--- config.mk ---
export PLATFORM = sky130hd
export DESIGN_NAME = rsc_port
export DESIGN_NICKNAME = d
export VERILOG_FILES = /design/src/hw/rsc_buf2.v /design/src/hw/rsc_port.v
export VERILOG_INCLUDE_DIRS = /design/src /design/src/pkg
export SDC_FILE = /design/constraint.sdc
export NUM_CORES = 1
export LEC_CHECK = 0
export BUFFER_PORTS_ARGS = -buffer_cell sky130_fd_sc_hd__buf_4
export CORE_AREA = 2 2 145 147
export CTS_CLUSTER_DIAMETER = 200
export CTS_CLUSTER_SIZE = 40
export DETAILED_ROUTE_END_ITERATION = 10
export DIE_AREA = 0 0 147 149
export GPL_ROUTABILITY_DRIVEN = 0
export PLACE_DENSITY = 0.67
export REMOVE_ABC_BUFFERS = 1
export SYNTH_ARGS = -nofsm -noshare
export SYNTH_HDL_FRONTEND = slang
export SYNTH_SLANG_ARGS = --single-unit
--- constraint.sdc ---
create_clock -name ref_clk -period 3.6 [get_ports ref_clk]
set_input_delay 0.54 -clock ref_clk [delete_from_list [all_inputs] [get_ports ref_clk]]
set_output_delay 0.54 -clock ref_clk [all_outputs]
set_load 0.02 [all_outputs]
--- src/pkg/rsc_map.vh ---
`ifndef RSC_MAP_VH
`define RSC_MAP_VH

// device clock and asynchronous link timing
`define RSC_CLK_HZ      100000000
`define RSC_BAUD        9600
`define RSC_GAP_BITS    10

// command codes
`define RSC_CMD_WRITE   8'h22
`define RSC_CMD_READ    8'h33
`define RSC_CMD_SPEC    8'h44
`define RSC_CMD_MEAS    8'h55
`define RSC_CMD_CLEAR   8'hA5

// write address byte: top bit must be zero
`define RSC_WADDR_TOP   7
// byte offset within a 32-byte page
`define RSC_PAGE_MSB    4
`define RSC_PAGE_LAST   5'h1F

// character: bit index of the last data bit and of the stop bit
`define RSC_CHR_LAST    4'h8
`define RSC_CHR_STOP    4'h9

// crc x16+x15+x2+1
`define RSC_CRC_POLY    16'h8005
`define RSC_CRC_INIT    16'h0000

`endif

--- src/hw/rsc_buf2.v ---
`timescale 1ns/1ps
`default_nettype none

module rsc_buf2 #(
	parameter W = 9
) (
	// clock and reset
	input  wire         clk,
	input  wire         rst_b,
	input  wire         flush,
	// filling side
	input  wire         in_valid,
	output wire         in_ready,
	input  wire [W-1:0] in_data,
	// draining side
	output wire         out_valid,
	input  wire         out_ready,
	output wire [W-1:0] out_data
);

	reg [W-1:0] e0_q;
	reg [W-1:0] e1_q;
	reg [1:0]   cnt_q;
	wire        push;
	wire        pop;

	// full refuses a push even when a pop frees a slot; keeps ready off the pop path
	assign in_ready  = (cnt_q != 2'h2);
	assign out_valid = (cnt_q != 2'h0);
	assign out_data  = e0_q;
	assign push      = in_valid & in_ready;
	assign pop       = out_valid & out_ready;

	always @(posedge clk) begin
		if (!rst_b || flush) begin
			cnt_q <= 2'h0;
			e0_q  <= {W{1'b0}};
			e1_q  <= {W{1'b0}};
		end else begin
			case ({push, pop})
				2'b10: begin
					if (cnt_q == 2'h0)
						e0_q <= in_data;
					else
						e1_q <= in_data;
					cnt_q <= cnt_q + 2'h1;
				end
				2'b01: begin
					e0_q  <= e1_q;
					cnt_q <= cnt_q - 2'h1;
				end
				2'b11: begin
					if (cnt_q == 2'h1) begin
						e0_q <= in_data;
					end else begin
						e0_q <= e1_q;
						e1_q <= in_data;
					end
				end
				default: begin
					cnt_q <= cnt_q;
				end
			endcase
		end
	end

endmodule // rsc_buf2

`default_nettype wire

--- src/hw/rsc_port.v ---
// Contract
// - a synchronous transaction lasts exactly while transfer-enable is high.
// - host holds data stable over serial-clock rise; device samples there.
// - device changes its output bit after the serial-clock falling edge.
// - during reads the data pin is released while the serial clock is high.
// - transfer-enable low abandons the transaction, idles, tri-states data.
// - command byte then parameters; one data byte per write command.
// - page read runs from the address to the end of its 32-byte page.
// - asynchronous page read cannot be aborted before the page boundary.
// - asynchronous page read ends with a 16-bit crc; synchronous has none.
// - crc x16+x15+x2+1, cleared per read, fed every sent page byte.
// - crc goes out from bit 15 down to bit 0.
// - missing stop bit discards the partial transaction, parser idle.
// - over 10 bit times between received bytes returns parser to idle.
// - unknown command byte is ignored with no response.
// - codes: 22h write, 33h read, 44h test, 55h measure, A5h clear.
// - write is command, address byte with top bit 0, data byte.
// - read is command, high address, low address, then data at once.
// - asynchronous transmit line released after last byte and crc.
// - synchronous clocking past page end wraps to the page start.
// - measure starts enabled conversions only while logging is inactive.
// - clear memory acts only while clear_permit is set.
// - link_select high chooses synchronous link, low the asynchronous one.
// - bytes travel least-significant bit first on both links.
// - asynchronous link: half duplex, 9600 bit/s, start, 8 data, stop.
`timescale 1ns/1ps
`default_nettype none
`include "rsc_map.vh"

module rsc_port #(
	parameter CW      = 18,
	parameter BIT_CYC = `RSC_CLK_HZ / `RSC_BAUD,
	parameter GAP_CYC = `RSC_GAP_BITS * BIT_CYC
) (
	// clock and reset
	input  wire        ref_clk,
	input  wire        rst_b,
	// link choice
	input  wire        link_select,
	// synchronous link
	input  wire        xfer_en,
	input  wire        sclk,
	input  wire        sio_in,
	output reg         sio_out,
	output reg         sio_oe,
	// asynchronous link
	input  wire        rxd,
	output reg         txd,
	output reg         txd_oe,
	// configuration from the register bank
	input  wire        temp_channel_enable,
	input  wire [2:0]  adc_channel_enable,
	input  wire        logging_active,
	input  wire        clear_permit,
	// register write
	output reg         reg_wr,
	output reg  [6:0]  reg_wr_addr,
	output reg  [7:0]  reg_wr_data,
	// memory read
	output reg         mem_rd_req,
	output reg  [15:0] mem_rd_addr,
	input  wire        mem_rd_valid,
	input  wire [7:0]  mem_rd_data,
	// command strobes
	output reg         meas_start,
	output reg         meas_temp,
	output reg  [2:0]  meas_adc,
	output reg         spec_test,
	output reg         clear_start
);

	localparam [3:0] P_CMD = 4'h0;
	localparam [3:0] P_WA  = 4'h1;
	localparam [3:0] P_WD  = 4'h2;
	localparam [3:0] P_RH  = 4'h3;
	localparam [3:0] P_RL  = 4'h4;
	localparam [3:0] P_RD  = 4'h5;
	localparam [3:0] P_CH  = 4'h6;
	localparam [3:0] P_CL  = 4'h7;
	localparam [3:0] P_END = 4'h8;

	localparam integer  BIT_I   = BIT_CYC - 1;
	localparam integer  HALF_I  = BIT_CYC / 2 - 1;
	localparam integer  GAP_I   = GAP_CYC - 1;
	localparam [CW-1:0] BIT_M1  = BIT_I[CW-1:0];
	localparam [CW-1:0] HALF_M1 = HALF_I[CW-1:0];
	localparam [CW-1:0] GAP_M1  = GAP_I[CW-1:0];

	function [7:0] rev8;
		input [7:0] b;
		integer i;
		begin
			for (i = 0; i < 8; i = i + 1)
				rev8[i] = b[7-i];
		end
	endfunction

	function [15:0] crc_byte;
		input [15:0] c;
		input [7:0]  d;
		integer i;
		reg fb;
		begin
			crc_byte = c;
			for (i = 0; i < 8; i = i + 1) begin
				fb = crc_byte[15] ^ d[i];
				crc_byte = {crc_byte[14:0], 1'b0} ^ (fb ? `RSC_CRC_POLY : 16'h0000);
			end
		end
	endfunction

	// pin synchronisers: select, enable, clock, data, receive
	reg  [4:0]    s1_q;
	reg  [4:0]    s2_q;
	reg           ck_prev_q;
	reg           rx_prev_q;
	reg           sel_prev_q;
	wire          sync_mode = s2_q[4];
	wire          en        = s2_q[3];
	wire          ck        = s2_q[2];
	wire          din       = s2_q[1];
	wire          rxl       = s2_q[0];
	wire          ck_rise   = ck & ~ck_prev_q;
	wire          ck_fall   = ~ck & ck_prev_q;

	// parser and fetch state
	reg  [3:0]    st_q;
	reg  [15:0]   fa_q;
	reg           pend_q;
	reg           drop_q;
	reg           fdone_q;
	reg           last_q;
	reg  [15:0]   crc_q;
	reg  [CW-1:0] gap_q;

	// receivers
	reg  [7:0]    ss_sh_q;
	reg  [2:0]    ss_cnt_q;
	reg           ss_v_q;
	reg           ur_busy_q;
	reg  [CW-1:0] ur_cyc_q;
	reg  [3:0]    ur_bit_q;
	reg  [7:0]    ur_sh_q;
	reg           ur_v_q;
	reg           ur_ferr_q;

	// transmitters
	reg  [2:0]    st_bit_q;
	reg  [6:0]    st_sh_q;
	reg           tx_busy_q;
	reg  [CW-1:0] tx_cyc_q;
	reg  [3:0]    tx_bit_q;
	reg  [8:0]    tx_sh_q;

	wire          byte_v = ss_v_q | ur_v_q;
	wire [7:0]    byte_d = sync_mode ? ss_sh_q : ur_sh_q;
	wire          in_req = (st_q != P_CMD) && (st_q < P_RD);
	wire          timeout = !sync_mode && in_req && (gap_q == GAP_M1);
	wire          link_clr = (sync_mode && !en) || (sync_mode != sel_prev_q);
	// async errors only matter before the read response starts
	wire          clr = link_clr || (in_req && (ur_ferr_q || timeout));

	wire          b_in_ready;
	wire          b_out_valid;
	wire [8:0]    b_out_data;
	reg           pop_ok;
	reg           tx_load;
	reg  [9:0]    tx_frame;
	wire          st_edge = sync_mode && en && ck_fall && (st_q == P_RD);

	rsc_buf2 #(
		.W(9)
	) u_buf (
		.clk       (ref_clk),
		.rst_b     (rst_b),
		.flush     (clr),
		.in_valid  (mem_rd_valid & pend_q & ~drop_q),
		.in_ready  (b_in_ready),
		.in_data   ({last_q, mem_rd_data}),
		.out_valid (b_out_valid),
		.out_ready (pop_ok),
		.out_data  (b_out_data)
	);

	always @(posedge ref_clk) begin
		if (!rst_b) begin
			// receive pin idles high; a low reset value would fake a start edge
			s1_q       <= 5'h01;
			s2_q       <= 5'h01;
			ck_prev_q  <= 1'b0;
			rx_prev_q  <= 1'b1;
			sel_prev_q <= 1'b0;
		end else begin
			s1_q       <= {link_select, xfer_en, sclk, sio_in, rxd};
			s2_q       <= s1_q;
			ck_prev_q  <= ck;
			rx_prev_q  <= rxl;
			sel_prev_q <= sync_mode;
		end
	end

	// synchronous receiver: sample on the rising serial-clock edge, lsb first
	always @(posedge ref_clk) begin
		ss_v_q <= 1'b0;
		if (!rst_b || !sync_mode || !en) begin
			ss_sh_q  <= 8'h00;
			ss_cnt_q <= 3'h0;
		end else if (ck_rise && st_q < P_RD) begin
			ss_sh_q  <= {din, ss_sh_q[7:1]};
			ss_cnt_q <= ss_cnt_q + 3'h1;
			ss_v_q   <= (ss_cnt_q == 3'h7);
		end
	end

	// asynchronous receiver: start edge, mid-bit sampling, stop check
	always @(posedge ref_clk) begin
		ur_v_q    <= 1'b0;
		ur_ferr_q <= 1'b0;
		if (!rst_b || sync_mode) begin
			ur_busy_q <= 1'b0;
			ur_cyc_q  <= {CW{1'b0}};
			ur_bit_q  <= 4'h0;
			ur_sh_q   <= 8'h00;
		end else if (!ur_busy_q) begin
			if (!rxl && rx_prev_q) begin
				ur_busy_q <= 1'b1;
				ur_cyc_q  <= HALF_M1;
				ur_bit_q  <= 4'h0;
			end
		end else if (ur_cyc_q != {CW{1'b0}}) begin
			ur_cyc_q <= ur_cyc_q - 1'b1;
		end else begin
			ur_cyc_q <= BIT_M1;
			ur_bit_q <= ur_bit_q + 4'h1;
			if (ur_bit_q == 4'h0) begin
				if (rxl)
					ur_busy_q <= 1'b0;
			end else if (ur_bit_q <= `RSC_CHR_LAST) begin
				ur_sh_q <= {rxl, ur_sh_q[7:1]};
			end else begin
				ur_busy_q <= 1'b0;
				ur_v_q    <= rxl;
				ur_ferr_q <= ~rxl;
			end
		end
	end

	// gap between received bytes of one transaction
	always @(posedge ref_clk) begin
		if (!rst_b || !in_req || ur_busy_q || byte_v || sync_mode)
			gap_q <= {CW{1'b0}};
		else if (gap_q != GAP_M1)
			gap_q <= gap_q + 1'b1;
	end

	// who drains the buffer and what the async transmitter loads next
	always @* begin
		pop_ok   = 1'b0;
		tx_load  = 1'b0;
		tx_frame = 10'h3FF;
		if (st_edge && st_bit_q == 3'h0) begin
			pop_ok = b_out_valid;
		end else if (!sync_mode && !tx_busy_q) begin
			case (st_q)
				P_RD: begin
					pop_ok   = b_out_valid;
					tx_load  = b_out_valid;
					tx_frame = {1'b1, b_out_data[7:0], 1'b0};
				end
				P_CH: begin
					tx_load  = 1'b1;
					tx_frame = {1'b1, rev8(crc_q[15:8]), 1'b0};
				end
				P_CL: begin
					tx_load  = 1'b1;
					tx_frame = {1'b1, rev8(crc_q[7:0]), 1'b0};
				end
				default: begin
					tx_load = 1'b0;
				end
			endcase
		end
	end

	// command parser and page fetch
	always @(posedge ref_clk) begin
		reg_wr      <= 1'b0;
		mem_rd_req  <= 1'b0;
		meas_start  <= 1'b0;
		spec_test   <= 1'b0;
		clear_start <= 1'b0;
		if (!rst_b) begin
			st_q        <= P_CMD;
			fa_q        <= 16'h0000;
			pend_q      <= 1'b0;
			drop_q      <= 1'b0;
			fdone_q     <= 1'b0;
			last_q      <= 1'b0;
			crc_q       <= `RSC_CRC_INIT;
			reg_wr_addr <= 7'h00;
			reg_wr_data <= 8'h00;
			mem_rd_addr <= 16'h0000;
			meas_temp   <= 1'b0;
			meas_adc    <= 3'h0;
			txd_oe      <= 1'b0;
		end else begin
			if (mem_rd_valid) begin
				pend_q <= 1'b0;
				drop_q <= 1'b0;
			end else if (clr && pend_q) begin
				drop_q <= 1'b1;
			end
			if (tx_load)
				txd_oe <= 1'b1;
			if (clr) begin
				st_q   <= P_CMD;
				// a mode switch mid-response must not leave the transmit line claimed
				txd_oe <= 1'b0;
			end else begin
				case (st_q)
					P_CMD: if (byte_v) begin
						case (byte_d)
							`RSC_CMD_WRITE: st_q <= P_WA;
							`RSC_CMD_READ:  st_q <= P_RH;
							`RSC_CMD_SPEC:  spec_test <= 1'b1;
							`RSC_CMD_MEAS: if (!logging_active) begin
								meas_start <= 1'b1;
								meas_temp  <= temp_channel_enable;
								meas_adc   <= adc_channel_enable;
							end
							`RSC_CMD_CLEAR: clear_start <= clear_permit;
							default: st_q <= P_CMD;
						endcase
					end
					P_WA: if (byte_v) begin
						reg_wr_addr <= byte_d[6:0];
						st_q <= byte_d[`RSC_WADDR_TOP] ? P_CMD : P_WD;
					end
					P_WD: if (byte_v) begin
						reg_wr_data <= byte_d;
						reg_wr      <= 1'b1;
						st_q        <= P_CMD;
					end
					P_RH: if (byte_v) begin
						fa_q[15:8] <= byte_d;
						st_q       <= P_RL;
					end
					P_RL: if (byte_v) begin
						fa_q[7:0] <= byte_d;
						fdone_q   <= 1'b0;
						crc_q     <= `RSC_CRC_INIT;
						st_q      <= P_RD;
					end
					P_RD: begin
						if (!pend_q && !fdone_q && b_in_ready && !mem_rd_valid) begin
							mem_rd_req  <= 1'b1;
							mem_rd_addr <= fa_q;
							pend_q      <= 1'b1;
							// the offset wraps inside the page
							fa_q[`RSC_PAGE_MSB:0] <= fa_q[`RSC_PAGE_MSB:0] + 5'h01;
							last_q  <= !sync_mode && (fa_q[`RSC_PAGE_MSB:0] == `RSC_PAGE_LAST);
							fdone_q <= !sync_mode && (fa_q[`RSC_PAGE_MSB:0] == `RSC_PAGE_LAST);
						end
						if (tx_load) begin
							crc_q <= crc_byte(crc_q, b_out_data[7:0]);
							if (b_out_data[8])
								st_q <= P_CH;
						end
					end
					P_CH: if (tx_load) st_q <= P_CL;
					P_CL: if (tx_load) st_q <= P_END;
					P_END: if (!tx_busy_q) begin
						txd_oe <= 1'b0;
						st_q   <= P_CMD;
					end
					default: st_q <= P_CMD;
				endcase
			end
		end
	end

	// synchronous transmitter: change data after the falling edge, release while high
	always @(posedge ref_clk) begin
		if (!rst_b || !sync_mode || !en || st_q != P_RD) begin
			sio_oe   <= 1'b0;
			sio_out  <= 1'b1;
			st_bit_q <= 3'h0;
			st_sh_q  <= 7'h7F;
		end else if (ck_rise) begin
			sio_oe <= 1'b0;
		end else if (st_edge) begin
			sio_oe   <= 1'b1;
			st_bit_q <= st_bit_q + 3'h1;
			if (st_bit_q == 3'h0) begin
				sio_out <= b_out_valid ? b_out_data[0] : 1'b1;
				st_sh_q <= b_out_valid ? b_out_data[7:1] : 7'h7F;
			end else begin
				sio_out <= st_sh_q[0];
				st_sh_q <= {1'b1, st_sh_q[6:1]};
			end
		end
	end

	// asynchronous transmitter: start, eight data bits lsb first, stop
	always @(posedge ref_clk) begin
		if (!rst_b || sync_mode) begin
			tx_busy_q <= 1'b0;
			tx_cyc_q  <= {CW{1'b0}};
			tx_bit_q  <= 4'h0;
			tx_sh_q   <= 9'h1FF;
			txd       <= 1'b1;
		end else if (tx_load) begin
			tx_busy_q <= 1'b1;
			txd       <= tx_frame[0];
			tx_sh_q   <= tx_frame[9:1];
			tx_bit_q  <= 4'h0;
			tx_cyc_q  <= BIT_M1;
		end else if (tx_busy_q) begin
			if (tx_cyc_q != {CW{1'b0}}) begin
				tx_cyc_q <= tx_cyc_q - 1'b1;
			end else if (tx_bit_q == `RSC_CHR_STOP) begin
				tx_busy_q <= 1'b0;
			end else begin
				txd      <= tx_sh_q[0];
				tx_sh_q  <= {1'b1, tx_sh_q[8:1]};
				tx_bit_q <= tx_bit_q + 4'h1;
				tx_cyc_q <= BIT_M1;
			end
		end
	end

endmodule // rsc_port

`default_nettype wire

* Word level (Yosys, flattened, before mapping) *
Index checks and enable logic that the tools add are counted.

operators by class
  reduce and logical (&&, ||, !) cells = 83
  $lt $le $gt $ge = 2
  equal/unequal tests = 45
  bitwise gates (word level) = 43
  add/subtract/negate cells = 10
  multiplexer cells = 90

operator list
  cell                                                                        count
  16-bit 2-to-1 mux                                                           10
  16-bit XOR                                                                  8
  18-bit 2-to-1 mux                                                           5
  9-bit 2-to-1 mux                                                            10
  9-bit one-hot mux with 3 select lines                                       2
  4-bit 2-to-1 mux                                                            13
  4-bit one-hot mux with 9 select lines                                       1
  18-bit nonzero test                                                         2
  18-bit by 1-bit subtractor with 18-bit output (second input constant)       2
  1-bit 2-to-1 mux                                                            34
  2-bit inequality test (second input constant)                               17
  16-bit one-hot mux with 2 select lines                                      1
  14-bit 2-to-1 mux                                                           2
  3-bit AND reduction                                                         8
  1-bit NOT                                                                   20
  18-bit by 1-bit adder with 18-bit output (second input constant)            1
  18-bit by 17-bit == test with 1-bit output (second input constant)          1
  18-bit by 17-bit inequality test with 1-bit output (second input constant)  1
  9-bit one-hot mux with 2 select lines                                       1
  1-bit logical AND                                                           17
  4-bit by 3-bit == test with 1-bit output (second input constant)            4
  8-bit by 6-bit == test with 1-bit output (second input constant)            2
  8-bit by 7-bit == test with 1-bit output (second input constant)            2
  5-bit OR reduction                                                          3
  45 further kinds                                                            106

storage, ports and cells
  word-level logic and storage cells = 321
  bits of input ports = 22
  register bits after elaboration = 222
  output and inout port bits = 44

* Logic depth before layout (Yosys ltp) *
Gate-level depths: netlist of run 1.

  depth after elaboration = 26
  gate-level depth with buffers = 14
  gate-level depth less buffers = 11

* Cells and area by module *
Synthesis of run 1 repeated with hierarchy kept, for this count alone.

unflattened totals
  cell total of the unflattened synthesis = 1160
  area total of the unflattened synthesis = 10211.0 um^2

modules (own cells, without submodules)
  module    cells an instance  seq. area each (um^2)  times used  area each (um^2)
  rsc_port  1056               4023.9                 1           9255.1
  rsc_buf2  104                400.4                  1           955.9

* Worst setup path before layout of run 1 *
No wires, ideal clock.

  path kind = reg-to-reg
  from = reg s2_q[4]
  to = reg u_buf.e1_q[0]
  setup time = 128 ps
  data arrival time = 2605 ps
  cell stages (with the launch flop) = 12
  slack = 867 ps
  period minus slack after synthesis = 2733 ps
  required time = 3472 ps
  buffers on the path = 3
  cells stage by stage = dfxtp_1 buf_2 nand4b_1 o22a_1 or3_1 clkbuf_1 inv_1 ha_1 o211a_1 buf_1 mux2i_1 nor2_1

on the way
  cells in the longest elaborated chain, start to end = 9
  elaborated cells between the ends (all ways) = 25
  classes of those cells = eq/ne: 5; mux: 3; bitwise: 1; reduce/logical: 16

RTL lines
  item                                                                          line            RTL
  start: declaration                                                            rsc_port.v:114  reg [4:0] s2_q;
  start signal: assignment                                                      rsc_port.v:195  s2_q <= s1_q;
  1-bit logical AND (3 in a row)                                                rsc_port.v:169  wire st_edge = sync_mode && en && ck_fall && (st_q == P_RD);
  1-bit logical AND                                                             rsc_port.v:261  if (st_edge && st_bit_q == 3'h0) begin
  1-bit 2-to-1 mux                                                              rsc_port.v:261
  1-bit AND                                                                     rsc_buf2.v:32   assign pop = out_valid & out_ready;
  2-bit == test                                                                 rsc_buf2.v:40   case ({push, pop})
  2-bit inequality test (no source line) or 2-bit nonzero test (tied branches)  n/a
  3-bit AND reduction (no source line)                                          n/a
  end signal: assignment                                                        rsc_buf2.v:38   e1_q <= {W{1'b0}};
  end signal: assignment                                                        rsc_buf2.v:45   e1_q <= in_data;
  end signal: assignment                                                        rsc_buf2.v:57   e1_q <= in_data;
  end: declaration                                                              rsc_buf2.v:22   reg [W-1:0] e1_q;

Several ways; a longest one is shown, not always the timed one.
A chain may end at the register's enable or synchronous reset.

* Worst setup path in the final report of run 1 *
  from = reg st_q[2]
  to = reg u_buf.e1_q[7]

on the way
  cells in the longest elaborated chain, start to end = 8
  elaborated cells between the ends (all ways) = 23
  classes of those cells = order compare: 1; eq/ne: 5; mux: 4; bitwise: 1; reduce/logical: 12

RTL lines
  item                                                                      line                            RTL
  start: declaration                                                        rsc_port.v:127                  reg [3:0] st_q;
  start signal: assignment                                                  rsc_port.v:337                  st_q <= byte_d[`RSC_WADDR_TOP] ? P_CMD : P_WD;
  4-bit by 3-bit == test with 1-bit output, or another cell as far along    rsc_port.v:169, rsc_port.v:264
  1-bit 2-to-1 mux, or another cell as far along                            rsc_port.v:264                  case (st_q)
  1-bit 2-to-1 mux, or another cell as far along                            rsc_port.v:263                  end else if (!sync_mode && !tx_busy_q) begin
  1-bit 2-to-1 mux or 1-bit logical AND (tied branches)                     rsc_port.v:261, rsc_port.v:158
  1-bit AND or 1-bit logical OR (tied branches)                             rsc_buf2.v:32, rsc_port.v:161
  2-bit == test or 1-bit logical AND (tied branches)                        rsc_buf2.v:40, rsc_port.v:161
  2-bit inequality test (no source line), or another cell as far along      n/a
  3-bit AND reduction (no source line) or 1-bit logical OR (tied branches)  n/a

Several ways; a longest one is shown, not always the timed one.

==> impl_metrics.json, run 1 <==
{
  "outcome": "complete, no violations",
  "worst_slew_pin_slew_ns": 1.196,
  "p_leak_nw": 4.441,
  "fin_ws_ns": 0.7325,
  "reg2reg_to": "u_buf.e1_q[7]",
  "initial_core_util_pct": 48.82,
  "synth_top_family_by_area": "simple AND/OR/NAND/NOR gates",
  "drc": 0,
  "wirelength_mm": 21.94,
  "synth_area_leaders": "dfxtp_1 44%, mux2i_1 5.8%, nor2_1 4.9%",
  "path_max_fanout": 12,
  "hold_path.class": "input port to flip-flop",
  "place_ws_ns": 0.7200,
  "synth_area_um2": 10040,
  "peakVddDrop_mv": 0.2659,
  "numCtsBuffers": 9,
  "ant_nets": 0,
  "layout-drive-gt1-share_pct": 10.96,
  "cts-root-buf": "clkbuf_16",
  "dr.first_iter.drc_count": 447,
  "hold_viol": 0,
  "power_mw": 3.963,
  "fin_hold_ws_ns": 0.2226,
  "portBuffers": 65,
  "cts-htree-levels": 1,
  "synth_ff_type": "dfxtp_1",
  "postPlaceCellArea_um2": 10840,
  "synth.avg_cell_area_um2": 8.969,
  "power.density_nw_per_um2": 357.3,
  "fmax_mhz": 348.7,
  "clock_sinks": 221,
  "fill_cells": 1957,
  "post-cts-setup-buffers": 0,
  "vias": 7967,
  "setup_viol": 0,
  "grt_pass1_wl_mm": 36.64,
  "synthDistinctLibCells": 64,
  "rows": 53,
  "synth_compound_area_share_pct": 15.98,
  "critPathLaunchType": "flip-flop",
  "overflow": 0,
  "synth_top_area_share_pct": 44.08,
  "slew_headroom_pct": 20.27,
  "crit_end": "u_buf.e1_q[7]",
  "skew_ns": 0.02923,
  "synth_fa_ha_area_share_pct": 2.369,
  "antenna_found_initial": 0,
  "wire_per_inst_um": 15.30,
  "fin_crit_sh_pct": 79.65,
  "synth_xor_xnor_area_share_pct": 4.950,
  "nets": 1201,
  "synth_top_area_cell": "dfxtp_1",
  "synthArstFlopShare_pct": 0,
  "coreArea_um2": 20560,
  "routed_via_density": 5.556,
  "ioPinCount": 66,
  "yosys.area_share.simple_pct": 22.60,
  "synth_most_common_cell": "dfxtp_1",
  "rsz0062_at_grt": "no",
  "synth-seq-area-share_pct": 44.08,
  "synth_warnings": 0,
  "dieArea_um2": 21900,
  "grt_pass1_vias": 7355,
  "dieHeight_um": 149,
  "crit_arrival_ns": 3.25,
  "final_cell_area_um2": 11090,
  "required_ns": 3.98,
  "area_growth_pct": 10.50,
  "ys_ff_latch": 221,
  "post_cts_resized": 0,
  "finalSetupTns_ns": 0,
  "synthCells": 1119,
  "placed_cells": 1424,
  "critPathLaunch": "st_q[2]",
  "drv_slew": 0,
  "synth_edf_count": 0,
  "criticalPathCategory": "flip-flop to flip-flop",
  "die_w_um": 147,
  "crit-reg2reg-launch": "st_q[2]",
  "layout.cells.non_filler": 1434,
  "ctsHoldBuffers": 0,
  "final_util_pct": 53.94,
  "rr_worst_depth": 8,
  "diodes": 0,
  "grt_start_max_net_pins": 60,
  "period_needed_ns": 2.868,
  "yosys-mux-area-fraction_pct": 6.682,
  "max_cap_viol_count": 0,
  "rrSetupSlack_ns": 0.73,
  "synth_common_cells": "221 x dfxtp_1, 131 x nor2_1, 95 x nand2_1",
  "dp_hpwl_mm": 15.05,
  "clk_latency_ns": 0.48,
  "clk_pin_slew_ns": 0.14,
  "cts.path.max_buffers": 3,
  "grt_usage_pct": 19.79,
  "cts_tree": "done",
  "drt_pre_antenna_iters": 6,
  "endpoint_kind": "flip-flop"
}
[kinds of logic (layout without fill, tap and decap cells)]
group                      after synthesis  after routing
AOI/OAI and AO/OA                      228            228
xor gates and xnor gates                55             55
adders and majority gates               19             19
buffers and inverters                   84            124
DFF                                    221            221
muxes                                   66             66
and+or+nand+nor                        446            446
[area by class of cell]
class                      count  area [um^2]  share of cell area [%]
clock inverter                 1        20.02                  0.1805
timing repair buffer          91        683.2                   6.160
clock buffer                   9        225.2                   2.031
sequential                   221         4424                   39.90
multi-input combinational    814         5306                   47.85
tap                          275        344.1                   3.103
inverter                      23        86.33                  0.7785
[per-layer routing]
metal  GRT usage (%)  up-vias  part of all wire [%]
li1                -     4049                     -
met1           27.94     3767                    49
met2           32.93      127                    46
met3           2.049       24                   3.0
met4           4.519        0                   1.8
met5               0        -                     0
[critical path, cell delays in order (launching register included)]
cell	delay [ns]
dfxtp_1	0.52
nor2b_1	0.42
nand2_1	0.29
or3_1	0.45
inv_1	0.14
ha_1	0.20
o211a_1	0.48
mux2i_1	0.24
nor2_1	0.06
[flip-flops by register name, summed over array words and instances (netlist names), 3 cells and up]
name	count
ur_cyc_q	18
s1_q	5
s2_q	5
tx_cyc_q	18
gap_q	18
ss_cnt_q	3
ur_sh_q	8
st_sh_q	7
ss_sh_q	8
u_buf.out_data	9
tx_bit_q	4
crc_q	16
tx_sh_q	8
reg_wr_addr	7
fa_q	16
reg_wr_data	8
st_bit_q	3
st_q	4
mem_rd_addr	16
ur_bit_q	4
u_buf.e1_q	9
meas_adc	3
[power breakdown]
group	total, mW	switching [mW]	internal [mW]
logic	0.249	0.154	0.0954
clock network	1.23	0.758	0.472
registers	2.48	0.0183	2.47
[how the worst min path moves through the flow]
stage                            start       to  slack, ns  cells past startpoint
after CTS                 mem_rd_valid   drop_q       0.22                      2
after global placement         s1_q[0]  s2_q[0]       0.39                      1
final                     mem_rd_valid   drop_q       0.22                      2
after floorplan                s1_q[0]  s2_q[0]       0.39                      1
after global routing      mem_rd_valid   drop_q       0.21                      2
after detailed placement       s1_q[0]  s2_q[0]       0.40                      1
[layout by cell type, fill, tap and decap left out, types with 7 or more instances in the layout]
cell type	Yosys	layout
a21oi_1	47	47
clkbuf_16	0	9
a22oi_1	10	10
and2_1	14	14
nor2b_1	35	35
o21a_1	8	8
a21boi_0	15	15
ha_1	19	19
a222oi_1	9	9
xor2_1	27	27
nand2b_1	18	18
mux2i_1	58	58
nand2_1	95	95
o211ai_1	12	12
nand4_1	10	10
a31oi_1	8	8
mux2_2	8	8
nor4_1	19	17
xnor2_1	27	27
or3_1	13	13
nand3_1	31	31
buf_4	0	91
o211a_1	28	28
a211oi_1	9	9
nor3_1	28	26
and3_1	10	10
nor2_1	131	131
inv_1	23	23
dfxtp_1	221	221
a311oi_1	7	7
o21ai_0	48	48
No activity file was read; power rests on OpenSTA's default activity.
==> run 2, diff against run 1 <==
- ABC_AREA: default -> 1
- CORE_AREA: 2 2 145 147 -> 2 2 147 149
- DIE_AREA: 0 0 147 149 -> 0 0 149 151
- clock period: 3.6 -> 3 ns (I/O delays scaled with it)
==> run 2 against run 1 <==
Against the previous run: final area rose by 2.7%; sequential share of layout area fell by 1.1 points; combinational power rose by 31%; clock power rose by 20%; synthesized area rose by 3.1%; clock skew fell by 0.0041 ns; wire length rose by 8.7%; count of clock-buffer cells in the layout did not move; via count rose by 17%; highest routed layer unchanged.
==> impl_metrics.json, run 2 <==
{
  "setup_viol": 0,
  "fin_crit_sh_pct": 88.67,
  "max_cap_viol_count": 0,
  "rsz0062_at_grt": "no",
  "nets": 1538,
  "vias": 9308,
  "post-cts-setup-buffers": 0,
  "synth-seq-area-share_pct": 42.76,
  "grt_start_max_net_pins": 41,
  "drc": 0,
  "slew_headroom_pct": 41.22,
  "clk_latency_ns": 0.48,
  "layout-drive-gt1-share_pct": 9.158,
  "coreArea_um2": 20820,
  "final_common_cell": "nand2_1",
  "crit-reg2reg-launch": "u_buf.cnt_q[0]",
  "dieArea_um2": 22500,
  "synth.avg_cell_area_um2": 7.176,
  "place_ws_ns": 0.3334,
  "fin_hold_ws_ns": 0.1414,
  "synth_common_cells": "279 x nand2_1, 221 x dfxtp_1, 186 x inv_1",
  "p_leak_nw": 4.675,
  "endpoint_kind": "flip-flop",
  "wire_per_inst_um": 13.47,
  "clock_sinks": 221,
  "hold_viol": 0,
  "synth_area_leaders": "dfxtp_1 43%, nand2_1 10%, a21oi_1 7.5%",
  "period_needed_ns": 2.660,
  "cp_slowest_cell": "nor2_4",
  "initial_core_util_pct": 49.69,
  "reg2reg_to": "crc_q[9]",
  "area_growth_pct": 10.07,
  "synth_top_area_share_pct": 42.76,
  "synthDistinctLibCells": 48,
  "cts.path.max_buffers": 3,
  "crit_arrival_ns": 3.08,
  "diodes": 0,
  "drv_slew": 0,
  "power.density_nw_per_um2": 420.6,
  "path_cells": "inv_1 > ha_1 > inv_1 > nand3_1 > nand2_1 > nand2_2 > a21oi_2 > nand4_4 > nor2_4 > o21ai_0 > a21oi_1",
  "post_cts_resized": 0,
  "path_common_cell": "inv_1",
  "critPathLaunchType": "flip-flop",
  "dr.first_iter.drc_count": 534,
  "worst_slew_pin_slew_ns": 0.8809,
  "hold_depth": 3,
  "dp_hpwl_mm": 17.32,
  "hp-start": "link_select",
  "cts-htree-levels": 1,
  "grt_usage_pct": 20.81,
  "largestRegisters": "gap_q: 18 flops, tx_cyc_q: 18 flops, ur_cyc_q: 18 flops",
  "hold_path.class": "input port to flip-flop",
  "ys_ff_latch": 221,
  "dieHeight_um": 151,
  "portBuffers": 65,
  "die_w_um": 149,
  "synth_top_area_cell": "dfxtp_1",
  "rr_worst_depth": 11,
  "max_stage_delay_ns": 0.40,
  "synth_warnings": 0,
  "layout_common_cells": "279 x nand2_1, 221 x dfxtp_1, 186 x inv_1, 162 x nor2_1, 156 x a21oi_1",
  "ctsHoldBuffers": 0,
  "skew_ns": 0.02510,
  "outcome": "complete, no violations",
  "grt_pass1_wl_mm": 39.28,
  "wirelength_mm": 23.85,
  "synth_area_um2": 10350,
  "antenna_found_initial": 0,
  "synth_most_common_cell": "nand2_1",
  "numCtsBuffers": 9,
  "synthCells": 1442,
  "final_util_pct": 54.70,
  "overflow": 0,
  "rows": 53,
  "ant_nets": 0,
  "fin_ws_ns": 0.3400,
  "critPathLaunch": "u_buf.cnt_q[0]",
  "ioPinCount": 66,
  "path_max_fanout": 17,
  "synth_ff_type": "dfxtp_1",
  "synth_edf_count": 0,
  "rrSetupSlack_ns": 0.34,
  "peakVddDrop_mv": 0.3456,
  "grt_pass1_vias": 8302,
  "criticalPathCategory": "flip-flop to flip-flop",
  "drt_pre_antenna_iters": 5,
  "required_ns": 3.42,
  "synthArstFlopShare_pct": 0,
  "min_to": "s1_q[4]",
  "cts-root-buf": "clkbuf_16",
  "cts_tree": "done",
  "routed_via_density": 5.256,
  "clk_pin_slew_ns": 0.14,
  "fmax_mhz": 375.9
}
run 2: layout make-up:
cell class	instances	area (um^2)
clock inverters	1	20.02
fillers	2025	9433
well taps	275	344.1
repair buffers	89	668.1
inverters	191	716.9
flip-flops and latches	221	4424
clock buffers	9	225.2
multi-input cells	985	4991
run 2: cell families after synthesis:
kind of cell	Yosys count	share of synthesized area [%]
XOR/XNOR	32	2.975
adder cells (fa/ha/maj)	19	2.297
AO/OA/AOI/OAI	317	16.93
flip-flops	221	42.76
buffers and inverters	236	9.093
AND/OR/NAND/NOR	617	25.95
run 2: metrics by stage:
step / std cells / power (mW) / instance area (um^2) / TNS [ns]
after floorplan: 1397 / 3.255 / 10120 / -9.763
after global placement: 1761 / 3.364 / 11140 / 0
after detailed placement: 1761 / 3.366 / 11140 / 0
after CTS: 1771 / 4.841 / 11380 / 0
after global routing: 1771 / 4.977 / 11390 / 0
final: 1771 / 4.790 / 11390 / 0
run 2: metal layers:
layer	wire [um]	global-route usage, %	vias to the layer above
met3	816	1.807	22
met1	11270	27.86	4286
li1	-	-	4830
met5	0	0	-
met4	408	4.095	0
met2	11360	36.91	170
run 2: critical path, delay by kind of cell, from the launching register on:
kind,cells,cell delay [ns]
AND/OR/NAND/NOR,5,1.04
buffers and inverters,2,0.29
adder cells (fa/ha/maj),1,0.29
flip-flops,1,0.39
AO/OA/AOI/OAI,3,0.58
run 2: worst max-delay path by stage:
| stage | end | cells past startpoint | slack [ns] |
|---|---|---|---|
| CTS | u_buf.e1_q[8] | 11 | 0.25 |
| global route | crc_q[9] | 11 | 0.08 |
| detailed placement | u_buf.e1_q[8] | 11 | 0.33 |
| global placement | crc_q[9] | 11 | 0.43 |
| finish | crc_q[9] | 11 | 0.34 |
| floorplan | u_buf.e1_q[8] | 13 | -0.62 |
run 2: power breakdown:
| group | total (mW) | internal, mW | leakage [nW] | switching, mW |
|---|---|---|---|---|
| registers | 2.98 | 2.96 | 1.78 | 0.0217 |
| clock network | 1.48 | 0.567 | 0.121 | 0.918 |
| logic | 0.325 | 0.112 | 2.77 | 0.213 |
